--- src/common/fma_pkg.sv ---
// shared constants, register map and state types for the fault monitor and converter scheduler
package fma_pkg;

	// register offsets
	localparam logic [7:0] REG_PHASE_LIMIT_GAIN_A = 8'h21;
	localparam logic [7:0] REG_PHASE_LIMIT_GAIN_B = 8'h22;
	localparam logic [7:0] REG_TOTAL_CURRENT_DEGLITCH = 8'h23;
	localparam logic [7:0] REG_TOTAL_CURRENT_TRIP_LEVEL = 8'h24;
	localparam logic [7:0] REG_PROTECTION_ENABLES = 8'h29;
	localparam logic [7:0] REG_FAULT_FLAGS = 8'h2a;
	localparam logic [7:0] REG_PHASE_LIMIT_FLAGS = 8'h2b;
	localparam logic [7:0] REG_TOTAL_CURRENT_RESULT = 8'h2e;
	localparam logic [7:0] REG_OUTPUT_VOLTAGE_RESULT = 8'h2f;
	localparam logic [7:0] REG_TEMPERATURE_RESULT = 8'h30;
	localparam logic [7:0] REG_TOTAL_CURRENT_AVERAGING = 8'h31;
	localparam logic [7:0] REG_OUTPUT_VOLTAGE_AVERAGING = 8'h32;
	localparam logic [7:0] REG_TEMPERATURE_TIMING = 8'h33;
	localparam logic [7:0] REG_PHASE_LIMIT_DISABLE = 8'h4d;

	// field positions
	localparam int FLAG_TOTAL_CURRENT_BIT = 2;
	localparam int FLAG_TEMP_SENSE_BIT = 4;

	// reset values
	localparam logic [7:0] RST_PROTECTION_ENABLES = 8'h1f;
	localparam logic [7:0] RST_CONFIG = 8'h00;

	// converter channels, in result-register order
	localparam logic [1:0] CH_CURRENT = 2'h0;
	localparam logic [1:0] CH_VOLTAGE = 2'h1;
	localparam logic [1:0] CH_TEMP = 2'h2;

	// timing, in ns, and derived cycle counts at the reference clock
	localparam int CLK_MHZ = 40;
	localparam int CURRENT_PERIOD_NS = 13500;
	localparam int CURRENT_FAST_PERIOD_NS = 6750;
	localparam int SLOW_PERIOD_NS = 40500;
	localparam int CURRENT_PERIOD_CYC = CURRENT_PERIOD_NS * CLK_MHZ / 1000;
	localparam int CURRENT_FAST_CYC = CURRENT_FAST_PERIOD_NS * CLK_MHZ / 1000;
	localparam int SLOW_PERIOD_CYC = SLOW_PERIOD_NS * CLK_MHZ / 1000;
	localparam int DEGLITCH0_NS = 2000;
	localparam int DEGLITCH1_NS = 5000;
	localparam int DEGLITCH2_NS = 10000;
	localparam int DEGLITCH3_NS = 20000;
	localparam int DEGLITCH0_CYC = (DEGLITCH0_NS * CLK_MHZ + 999) / 1000;
	localparam int DEGLITCH1_CYC = (DEGLITCH1_NS * CLK_MHZ + 999) / 1000;
	localparam int DEGLITCH2_CYC = (DEGLITCH2_NS * CLK_MHZ + 999) / 1000;
	localparam int DEGLITCH3_CYC = (DEGLITCH3_NS * CLK_MHZ + 999) / 1000;

	// temperature-sense shutdown level as an 8-bit code
	localparam int TEMP_SHUTDOWN_MV = 800;
	localparam int ADC_FULL_SCALE_MV = 2000;
	localparam logic [7:0] TEMP_SHUTDOWN_CODE = 8'(TEMP_SHUTDOWN_MV * 256 / ADC_FULL_SCALE_MV);

	// converter request carrier
	typedef struct packed {
		logic start;
		logic [1:0] chan;
	} fma_conv_req_t;

	// serial register port states
	typedef enum logic [3:0] {
		SER_IDLE = 4'h0,
		SER_ADDR = 4'h1,
		SER_ACK_ADDR = 4'h2,
		SER_REG = 4'h3,
		SER_ACK_REG = 4'h4,
		SER_WDATA = 4'h5,
		SER_ACK_WDATA = 4'h6,
		SER_RDATA = 4'h7,
		SER_ACK_RDATA = 4'h8
	} fma_ser_state_t;

	// whole state of the block
	typedef struct packed {
		fma_ser_state_t st;
		logic [3:0] bitc;
		logic [7:0] shift;
		logic rw;
		logic ack_ok;
		logic [7:0] ptr;
		logic sda_drv;
		logic scl_q;
		logic sda_q;
		logic [7:0] gain_a;
		logic [7:0] gain_b;
		logic [7:0] tc_dg;
		logic [7:0] tc_trip;
		logic [7:0] prot_en;
		logic [7:0] tc_avg;
		logic [7:0] vs_avg;
		logic [7:0] temp_tim;
		logic [7:0] pl_dis;
		logic flt_t;
		logic flt_c;
		logic sd;
		logic pg;
		logic sched_on;
		logic [10:0] tc_tmr;
		logic [10:0] slow_tmr;
		logic [2:0] pend;
		logic busy;
		fma_conv_req_t req;
		logic [2:0][10:0] acc;
		logic [2:0][2:0] cnt;
		logic [2:0][7:0] res;
		logic over_t;
		logic over_c;
		logic [10:0] dg_t;
		logic [10:0] dg_c;
		logic [7:0] pl_flags;
	} fma_state_t;

	// deglitch length for a 2-bit select
	function automatic logic [10:0] fma_dg_cycles(input logic [1:0] sel);
		case (sel)
			2'h0: fma_dg_cycles = 11'(DEGLITCH0_CYC);
			2'h1: fma_dg_cycles = 11'(DEGLITCH1_CYC);
			2'h2: fma_dg_cycles = 11'(DEGLITCH2_CYC);
			default: fma_dg_cycles = 11'(DEGLITCH3_CYC);
		endcase
	endfunction : fma_dg_cycles

endpackage : fma_pkg

--- src/hdl/fma_fault_monitor.sv ---
// fault monitor, phase limit and converter scheduler with a serial register port
`timescale 1ns/1ps

module fma_fault_monitor
	import fma_pkg::*;
#(
	parameter logic [6:0] DEVICE_ADDR = 7'h20 // arbitrary serial address
)(
	input wire logic ref_clk,
	input wire logic rst,
	input wire logic clk_en,
	input wire logic enable_in,
	input wire logic output_at_reference,
	input wire logic conv_done,
	input wire logic [7:0] conv_data,
	input wire logic [7:0] phase_over_limit,
	input wire logic scl_in,
	input wire logic sda_in,
	output fma_conv_req_t conv_req,
	output logic pwm_tristate,
	output logic power_good_out,
	output logic power_good_oe,
	output logic [7:0] phase_block,
	output logic [15:0] phase_gain,
	output logic sda_out,
	output logic sda_oe
);

	fma_state_t s;
	fma_state_t next_s;
	logic pl_disabled;
	logic scl_rise;
	logic scl_fall;
	logic ser_start;
	logic ser_stop;
	logic [7:0] rd_data;

	// readback mux; unmapped offsets read as zero
	always_comb begin
		case (s.ptr)
			REG_PHASE_LIMIT_GAIN_A: rd_data = s.gain_a;
			REG_PHASE_LIMIT_GAIN_B: rd_data = s.gain_b;
			REG_TOTAL_CURRENT_DEGLITCH: rd_data = s.tc_dg;
			REG_TOTAL_CURRENT_TRIP_LEVEL: rd_data = s.tc_trip;
			REG_PROTECTION_ENABLES: rd_data = s.prot_en;
			REG_FAULT_FLAGS: rd_data = {3'h0, s.flt_t, 1'h0, s.flt_c, 2'h0};
			REG_PHASE_LIMIT_FLAGS: rd_data = s.pl_flags;
			REG_TOTAL_CURRENT_RESULT: rd_data = s.res[CH_CURRENT];
			REG_OUTPUT_VOLTAGE_RESULT: rd_data = s.res[CH_VOLTAGE];
			REG_TEMPERATURE_RESULT: rd_data = s.res[CH_TEMP];
			REG_TOTAL_CURRENT_AVERAGING: rd_data = s.tc_avg;
			REG_OUTPUT_VOLTAGE_AVERAGING: rd_data = s.vs_avg;
			REG_TEMPERATURE_TIMING: rd_data = s.temp_tim;
			REG_PHASE_LIMIT_DISABLE: rd_data = s.pl_dis;
			default: rd_data = 8'h00;
		endcase
	end

	// line events, taken from the registered previous levels
	assign scl_rise = scl_in && !s.scl_q;
	assign scl_fall = !scl_in && s.scl_q;
	assign ser_start = scl_in && s.scl_q && s.sda_q && !sda_in;
	assign ser_stop = scl_in && s.scl_q && !s.sda_q && sda_in;
	assign pl_disabled = s.pl_dis[1:0] != 2'h0;

	// next-state logic for the whole block
	always_comb begin
		logic [10:0] dg_lim_t;
		logic [10:0] dg_lim_c;
		logic [10:0] tc_lim;
		logic [10:0] sum;
		logic [1:0] sel;
		logic det_t;
		logic det_c;
		dg_lim_t = fma_dg_cycles(s.temp_tim[1:0]);
		dg_lim_c = fma_dg_cycles(s.tc_dg[1:0]);
		tc_lim = s.flt_c ? 11'(CURRENT_FAST_CYC) : 11'(CURRENT_PERIOD_CYC);
		sum = 11'h000;
		sel = 2'h0;
		next_s = s;
		next_s.scl_q = scl_in;
		next_s.sda_q = sda_in;
		next_s.req.start = 1'b0;

		// serial register port: bytes in msb first, ack on the ninth clock
		if (ser_start) begin
			next_s.st = SER_ADDR;
			next_s.bitc = 4'h0;
			next_s.sda_drv = 1'b0;
		end else if (ser_stop) begin
			next_s.st = SER_IDLE;
			next_s.sda_drv = 1'b0;
		end else if (scl_rise) begin
			case (s.st)
				SER_ADDR, SER_REG, SER_WDATA: begin
					next_s.shift = {s.shift[6:0], sda_in};
					next_s.bitc = s.bitc + 4'h1;
				end
				SER_RDATA: begin
					next_s.bitc = s.bitc + 4'h1;
				end
				SER_ACK_RDATA: begin
					next_s.ack_ok = !sda_in;
				end
				default: begin
				end
			endcase
		end else if (scl_fall) begin
			case (s.st)
				SER_ADDR: begin
					if (s.bitc == 4'h8) begin
						next_s.bitc = 4'h0;
						if (s.shift[7:1] == DEVICE_ADDR) begin
							next_s.rw = s.shift[0];
							next_s.st = SER_ACK_ADDR;
							next_s.sda_drv = 1'b1;
						end else begin
							next_s.st = SER_IDLE;
						end
					end
				end
				SER_ACK_ADDR: begin
					if (s.rw) begin
						next_s.st = SER_RDATA;
						next_s.shift = rd_data;
						next_s.sda_drv = !rd_data[7];
					end else begin
						next_s.st = SER_REG;
						next_s.sda_drv = 1'b0;
					end
				end
				SER_REG: begin
					if (s.bitc == 4'h8) begin
						next_s.ptr = s.shift;
						next_s.bitc = 4'h0;
						next_s.st = SER_ACK_REG;
						next_s.sda_drv = 1'b1;
					end
				end
				SER_ACK_REG, SER_ACK_WDATA: begin
					next_s.st = SER_WDATA;
					next_s.sda_drv = 1'b0;
				end
				SER_WDATA: begin
					if (s.bitc == 4'h8) begin
						// read-only offsets fall through with no effect
						case (s.ptr)
							REG_PHASE_LIMIT_GAIN_A: next_s.gain_a = s.shift;
							REG_PHASE_LIMIT_GAIN_B: next_s.gain_b = s.shift;
							REG_TOTAL_CURRENT_DEGLITCH: next_s.tc_dg = s.shift;
							REG_TOTAL_CURRENT_TRIP_LEVEL: next_s.tc_trip = s.shift;
							REG_PROTECTION_ENABLES: next_s.prot_en = s.shift;
							REG_TOTAL_CURRENT_AVERAGING: next_s.tc_avg = s.shift;
							REG_OUTPUT_VOLTAGE_AVERAGING: next_s.vs_avg = s.shift;
							REG_TEMPERATURE_TIMING: next_s.temp_tim = s.shift;
							REG_PHASE_LIMIT_DISABLE: next_s.pl_dis = s.shift;
							default: begin
							end
						endcase
						next_s.ptr = s.ptr + 8'h01;
						next_s.bitc = 4'h0;
						next_s.st = SER_ACK_WDATA;
						next_s.sda_drv = 1'b1;
					end
				end
				SER_RDATA: begin
					if (s.bitc == 4'h8) begin
						next_s.st = SER_ACK_RDATA;
						next_s.sda_drv = 1'b0;
						next_s.ptr = s.ptr + 8'h01;
					end else begin
						next_s.sda_drv = !s.shift[6];
						next_s.shift = {s.shift[6:0], 1'b0};
					end
				end
				SER_ACK_RDATA: begin
					next_s.bitc = 4'h0;
					if (s.ack_ok) begin
						next_s.st = SER_RDATA;
						next_s.shift = rd_data;
						next_s.sda_drv = !rd_data[7];
					end else begin
						next_s.st = SER_IDLE;
					end
				end
				default: begin
					next_s.st = SER_IDLE;
					next_s.sda_drv = 1'b0;
				end
			endcase
		end

		// live per-phase limit flags; comparator delay dominates the one-cycle register
		next_s.pl_flags = phase_over_limit;

		// scheduler starts only once power good has been seen high
		if (!enable_in) begin
			next_s.sched_on = 1'b0;
		end else if (s.pg && !s.sched_on) begin
			next_s.sched_on = 1'b1;
			next_s.pend = 3'h7;
			next_s.tc_tmr = 11'h000;
			next_s.slow_tmr = 11'h000;
		end

		if (!s.sched_on) begin
			next_s.busy = 1'b0;
			next_s.over_t = 1'b0;
			next_s.over_c = 1'b0;
		end else begin
			// result handling: averaging on every raw sample, fault compare on raw current and temperature samples
			if (conv_done && s.busy) begin
				next_s.busy = 1'b0;
				for (int i = 0; i < 3; i++) begin
					if (s.req.chan == 2'(i)) begin
						sel = (i == 0) ? s.tc_avg[1:0] : (i == 1) ? s.vs_avg[1:0] : s.temp_tim[1:0];
						sum = s.acc[i] + {3'h0, conv_data};
						if (s.cnt[i] == 3'((4'h1 << sel) - 4'h1)) begin
							next_s.res[i] = 8'(sum >> sel);
							next_s.acc[i] = 11'h000;
							next_s.cnt[i] = 3'h0;
						end else begin
							next_s.acc[i] = sum;
							next_s.cnt[i] = s.cnt[i] + 3'h1;
						end
					end
				end
				if (s.req.chan == CH_CURRENT) begin
					next_s.over_c = conv_data > {s.tc_trip[5:0], 2'h0};
				end
				if (s.req.chan == CH_TEMP) begin
					next_s.over_t = conv_data > TEMP_SHUTDOWN_CODE;
				end
			end

			// issue one pending conversion at a time, current first
			if (!next_s.busy && s.pend != 3'h0) begin
				next_s.busy = 1'b1;
				next_s.req.start = 1'b1;
				if (s.pend[0]) begin
					next_s.req.chan = CH_CURRENT;
					next_s.pend[0] = 1'b0;
				end else if (s.pend[1]) begin
					next_s.req.chan = CH_VOLTAGE;
					next_s.pend[1] = 1'b0;
				end else begin
					next_s.req.chan = CH_TEMP;
					next_s.pend[2] = 1'b0;
				end
			end

			// interval timers; a timer set beats the issue clear above
			if (s.tc_tmr >= tc_lim - 11'h001) begin
				next_s.tc_tmr = 11'h000;
				next_s.pend[0] = 1'b1;
			end else begin
				next_s.tc_tmr = s.tc_tmr + 11'h001;
			end
			if (s.slow_tmr >= 11'(SLOW_PERIOD_CYC - 1)) begin
				next_s.slow_tmr = 11'h000;
				next_s.pend[2:1] = 2'h3;
			end else begin
				next_s.slow_tmr = s.slow_tmr + 11'h001;
			end
		end

		// deglitch: count uninterrupted over-level cycles, restart on any drop
		next_s.dg_t = s.over_t ? ((s.dg_t == 11'h7ff) ? s.dg_t : s.dg_t + 11'h001) : 11'h000;
		next_s.dg_c = s.over_c ? ((s.dg_c == 11'h7ff) ? s.dg_c : s.dg_c + 11'h001) : 11'h000;
		det_t = s.over_t && (s.dg_t >= dg_lim_t);
		det_c = s.over_c && (s.dg_c >= dg_lim_c);

		// latched faults: held until enable low releases them, and enable low wins over detection
		next_s.flt_t = det_t || (s.flt_t && enable_in);
		next_s.flt_c = det_c || (s.flt_c && enable_in);
		if (!enable_in) begin
			next_s.flt_t = 1'b0;
			next_s.flt_c = 1'b0;
		end
		// enables gate shutdown only, flags stay honest
		// uses the enables as they stand after this edge, so a write never lags shutdown
		next_s.sd = (next_s.flt_t && next_s.prot_en[FLAG_TEMP_SENSE_BIT])
			|| (next_s.flt_c && next_s.prot_en[FLAG_TOTAL_CURRENT_BIT]);

		// power good latches at reference and drops on shutdown or enable loss
		next_s.pg = enable_in && !next_s.sd && (s.pg || output_at_reference);
	end

	// single state register; clock enable freezes everything
	always_ff @(posedge ref_clk or posedge rst) begin
		if (rst) begin
			s <= '0;
			s.st <= SER_IDLE;
			s.scl_q <= 1'b1;
			s.sda_q <= 1'b1;
			s.prot_en <= RST_PROTECTION_ENABLES;
			s.gain_a <= RST_CONFIG;
			s.gain_b <= RST_CONFIG;
			s.pl_dis <= RST_CONFIG;
		end else if (clk_en) begin
			s <= next_s;
		end
	end

	// outputs
	assign conv_req = s.req;
	assign pwm_tristate = s.sd;
	assign power_good_out = s.pg;
	assign power_good_oe = !s.pg; // open drain pulls low while not good
	assign phase_block = pl_disabled ? 8'h00 : s.pl_flags;
	assign phase_gain = {s.gain_b, s.gain_a};
	assign sda_out = 1'b0;
	assign sda_oe = s.sda_drv;

	a_temp_fault_latch: assert property (@(posedge ref_clk) disable iff (rst)
		s.flt_t && enable_in && clk_en |=> s.flt_t) else $error("temp fault released");
	a_fault_release: assert property (@(posedge ref_clk) disable iff (rst)
		!enable_in && clk_en |=> !s.flt_c && !s.flt_t && !power_good_out)
		else $error("fault not released by enable low");
	a_temp_shutdown: assert property (@(posedge ref_clk) disable iff (rst)
		s.flt_t && s.prot_en[FLAG_TEMP_SENSE_BIT] |-> pwm_tristate && !power_good_out)
		else $error("temp fault without shutdown");
	a_curr_flag_only: assert property (@(posedge ref_clk) disable iff (rst)
		s.flt_c && !s.flt_t && !s.prot_en[FLAG_TOTAL_CURRENT_BIT] |-> !pwm_tristate)
		else $error("disabled current protection shut down");
	a_deglitch_restart: assert property (@(posedge ref_clk) disable iff (rst)
		clk_en && !s.over_c |=> s.dg_c == 11'h000) else $error("deglitch not restarted");
	a_temp_no_early: assert property (@(posedge ref_clk) disable iff (rst)
		clk_en && enable_in && !s.flt_t && !(s.over_t && s.dg_t >= fma_dg_cycles(s.temp_tim[1:0]))
		|=> !s.flt_t) else $error("temp fault before deglitch");
	a_phase_block: assert property (@(posedge ref_clk) disable iff (rst)
		clk_en && phase_over_limit[0] && next_s.pl_dis[1:0] == 2'h0 |=> phase_block[0])
		else $error("phase not blocked");
	a_sched_idle: assert property (@(posedge ref_clk) disable iff (rst)
		!s.sched_on |-> !conv_req.start) else $error("conversion before power good");
	a_fast_interval: assert property (@(posedge ref_clk) disable iff (rst)
		s.flt_c && s.sched_on |=> s.tc_tmr <= 11'(CURRENT_FAST_CYC))
		else $error("current interval not shortened");

endmodule : fma_fault_monitor

--- config.mk ---
export PLATFORM = sky130hd
export DESIGN_NAME = fma_fault_monitor
export DESIGN_NICKNAME = d
export VERILOG_FILES = /design/src/common/fma_pkg.sv /design/src/hdl/fma_fault_monitor.sv
export SDC_FILE = /design/constraint.sdc
export NUM_CORES = 1
export LEC_CHECK = 0
export BUFFER_PORTS_ARGS = -buffer_cell sky130_fd_sc_hd__buf_2
export CAP_MARGIN = 20
export CORE_AREA = 5 5 225 227
export CTS_CLUSTER_SIZE = 16
export DETAILED_ROUTE_END_ITERATION = 16
export DIE_AREA = 0 0 230 232
export PLACE_DENSITY = 0.44
export SYNTH_ARGS = -nofsm -noshare
export SYNTH_HDL_FRONTEND = slang
export SYNTH_SLANG_ARGS = --single-unit
export TNS_END_PERCENT = 20
--- constraint.sdc ---
create_clock -name ref_clk -period 9.8 [get_ports ref_clk]
set_clock_uncertainty 0.1 [all_clocks]
set_input_delay 0.49 -clock ref_clk [delete_from_list [all_inputs] [get_ports ref_clk]]
set_output_delay 0.49 -clock ref_clk [all_outputs]
set_load 0.01 [all_outputs]
==> reports/qor.yml <==
status:
  status: "finished, final reports clean"
yosys:
  synth_simple_gate_area_share_pct: 16.6
  yosys.area.top_type: "dfrtp_1"
  seq_area_frac_synth_pct: 40.6
  synthAdderAreaFrac_pct: 7.21
  synth_edf_count: 0
  netlist_area_um2: 14400
  ys_async_sr_fraction_pct: 100
  synth_compound_area_share_pct: 20.2
  synth_xor_xnor_area_share_pct: 2.25
  muxShareOfSynthArea_pct: 8.22
  ys_warn_count: 0
  synth_area_leaders: "dfrtp_1, ha_1, mux2_2"
  syn_inst: 1519
  synth-seq-cells: 233
  syn-num-nets: 1624
  synth.distinct_cells: 92
  syn_area_per_cell_um2: 9.47
  synth_top_area_share_pct: 39.3
  ys.flop_type: "dfrtp_1"
  synth_top_family_by_area: "compound AO/OA/AOI/OAI gates"
cts:
  cts_hold_buffers: 1
  path_clk_slew_ns: 0.06
  clock_latency_ns: 0.58
  root_buffer: "clkbuf_16"
  numCtsBuffers: 29
  cts_tree: "built"
  cts_buffer_depth: 3
  cts_setup_buffers: 0
  h-tree-depth: 1
  clock-sinks: 233
  postCtsResizedCells: 0
drt:
  drt_first_iter_violations: 705
  drt-pass1-iter-count: 7
  routedWlPerCell_um: 19.7
  post-route-drc-count: 0
  totalWireLength_um: 42600
  via_per_inst: 5.32
  ant_nets: 0
  via_count: 11500
setup_path:
  cp_max_fo: 19
  crit_slowest_cell: "dfrtp_1"
  r2r-end: "s[55]"
  slowest_delay_ns: 0.79
  worst-setup-path-type: "flop to flop"
  crit_required_ns: 10.14
  ff2ff_path_depth: 9
  crit_arrival_ns: 4.06
  r2r-start: "s[140]"
  cp-end-kind: "flop"
  worst_setup_path_start_kind: "flop"
  startpoint: "s[140]"
  reg2reg_slack_ns: 6.07
  crit_chain: "inv_1 -> ha_1 -> inv_1 -> ha_1 -> xnor2_1 -> nor3_1 -> nand4_1 -> a22oi_1 -> o31ai_1"
pwr:
  p_int_mw: 1.79
  p_clk_share_pct: 43.0
  finalPower_mw: 2.51
  p_sw_share_pct: 28.7
  p_comb_share_pct: 10.7
  switching_power_mw: 0.721
  power.density_nw_per_um2: 157
  sequentialPowerShare_pct: 46.3
  ir_drop_v: 0.000116
  p_leak_nw: 7.18
final_layout:
  fillers: 4991
  mostFrequentLayoutCells: "dfrtp_1, nand2_1, o21ai_0, nor2_1, mux2_2"
  stdcell_count: 2166
  antenna_cells: 0
  area_delta_synth_final_pct: 11.4
  layout.nets: 1627
  drive_gt1_share_pct: 16.0
  utilization_pct: 33.1
  final_common_cell: "dfrtp_1"
run:
  maxCapViolCount: 0
timing:
  grt_setup_unrepaired: "no"
  timing.fmax_ghz: 0.268
  finalSetupViolCount: 0
  worst_pin_slew_ns: 0.939
  fin_tns_setup_ns: 0
  finalCriticalPeriod_ns: 3.73
  slew_viol_final: 0
  slew_headroom_pct: 37.4
  timing_hold_violations_final: 0
  whs_ns: 0.0449
  min_period_over_period_pct: 38.0
global_routing:
  grt_pass1_wl_um: 67700
  grt_usage_pct: 15.8
  grt_pass1_vias: 11400
  grt_start_max_net_pins: 164
  grt_overflow_total: 0
  antenna_found_initial: 0
floorplan:
  die_h_um: 232
  io_pins: 56
  die-area_um2: 53400
  coreArea_um2: 48400
  rows: 81
  initial_core_util_pct: 29.7
  die_x_um: 230
min_path:
  min_to: "s[1]"
  min_path_cells: 2
  hold_path.class: "primary input to flop"
  min_from: "phase_over_limit[1]"
placement:
  gp_congestion: 0.810
  hpwl_um: 29700
  placement.io_buffers: 54
  place_inst: 2110
## area by class of cell
cell class | instances | area [µm²] | share of cell area (%)
tap | 622 | 778 | 4.86
timing repair buffer | 68 | 388 | 2.42
inverter | 62 | 240 | 1.50
clock inverter | 11 | 115 | 0.719
sequential | 233 | 5840 | 36.5
multi-input combinational | 1128 | 7830 | 48.9
clock buffer | 42 | 825 | 5.15
## per-stage QoR
step / worst slack [ns] / cell area (µm²)
after floorplan: 2.83 / 14400
after global placement: 6.06 / 15000
after detailed placement: 5.90 / 15100
after CTS: 6.02 / 16000
after global routing: 5.59 / 16000
final: 6.07 / 16000
## metal layers
layer / GRT usage (%) / share of wire [%] / up-vias
li1: - / - / 5577
met1: 22.5 / 49 / 5687
met4: 3.66 / 2.3 / 0
met5: 0 / 0 / -
met2: 25.2 / 45 / 202
met3: 2.53 / 3.6 / 52
## logic make-up after synthesis
logic type,Yosys count
xor+xnor,37
other cells,1
mux,104
compound gates,439
buf+inv,158
simple gates,466
fa+ha+maj,81
flops,233
## power groups by stage
stage / Sequential (mW) / Clock (mW) / Combinational (mW)
final: 1.16 / 1.08 / 0.270
after global routing: 1.17 / 1.15 / 0.308
after CTS: 1.16 / 1.11 / 0.274
after detailed placement: 1.18 / 0 / 0.273
after global placement: 1.18 / 0 / 0.270
after floorplan: 1.11 / 0 / 0.222
## how the worst max path moves through the flow
stage | cells past startpoint | slack, ns | to
6_report | 9 | 6.07 | s[55]
5_1_grt | 9 | 5.59 | s[55]
4_1_cts | 9 | 6.02 | s[55]
3_5_place_dp | 8 | 5.90 | s[96]
3_3_place_gp | 8 | 6.06 | s[64]
2_1_floorplan | 1 | 2.83 | conv_req[0]
## worst max-delay path, delay by kind of cell, from the launching register on
family	cells	cell delay [ns]
AO/OA/AOI/OAI	2	0.48
XOR/XNOR	1	0.13
adder cells (fa/ha/maj)	2	0.52
buffers and inverters	2	0.29
flip-flops	1	0.79
AND/OR/NAND/NOR	2	1.28
## Yosys cell counts, drive strengths merged (4+ instances only)
library cell  number
nor3              26
nor4               4
nand2            147
nor2b             11
nor4b              5
or2               10
xnor2             15
nand4             13
and2              17
nand3b             8
and3              16
buf               44
a22oi             24
a222oi             4
o21ai            127
a22o              25
a211o              4
o211ai             9
dfrtp            226
or3               13
a21o              29
mux2              87
a31oi             30
a211oi            16
and4              10
xor2              22
o311ai             5
nand3             60
clkbuf            52
dfstp              7
a221oi            10
nand2b            13
nor2             105
o31ai             22
a21oi             78
o22ai              9
mux2i             15
a41oi              7
ha                78
inv               62
## sequential cells by signal, summed over array words and instances, names as in the netlist
name            count
sda_oe              1
s                 211
phase_gain         16
power_good_out      1
conv_req            3
pwm_tristate        1
Note: power is estimated with default switching activity, not from simulation.
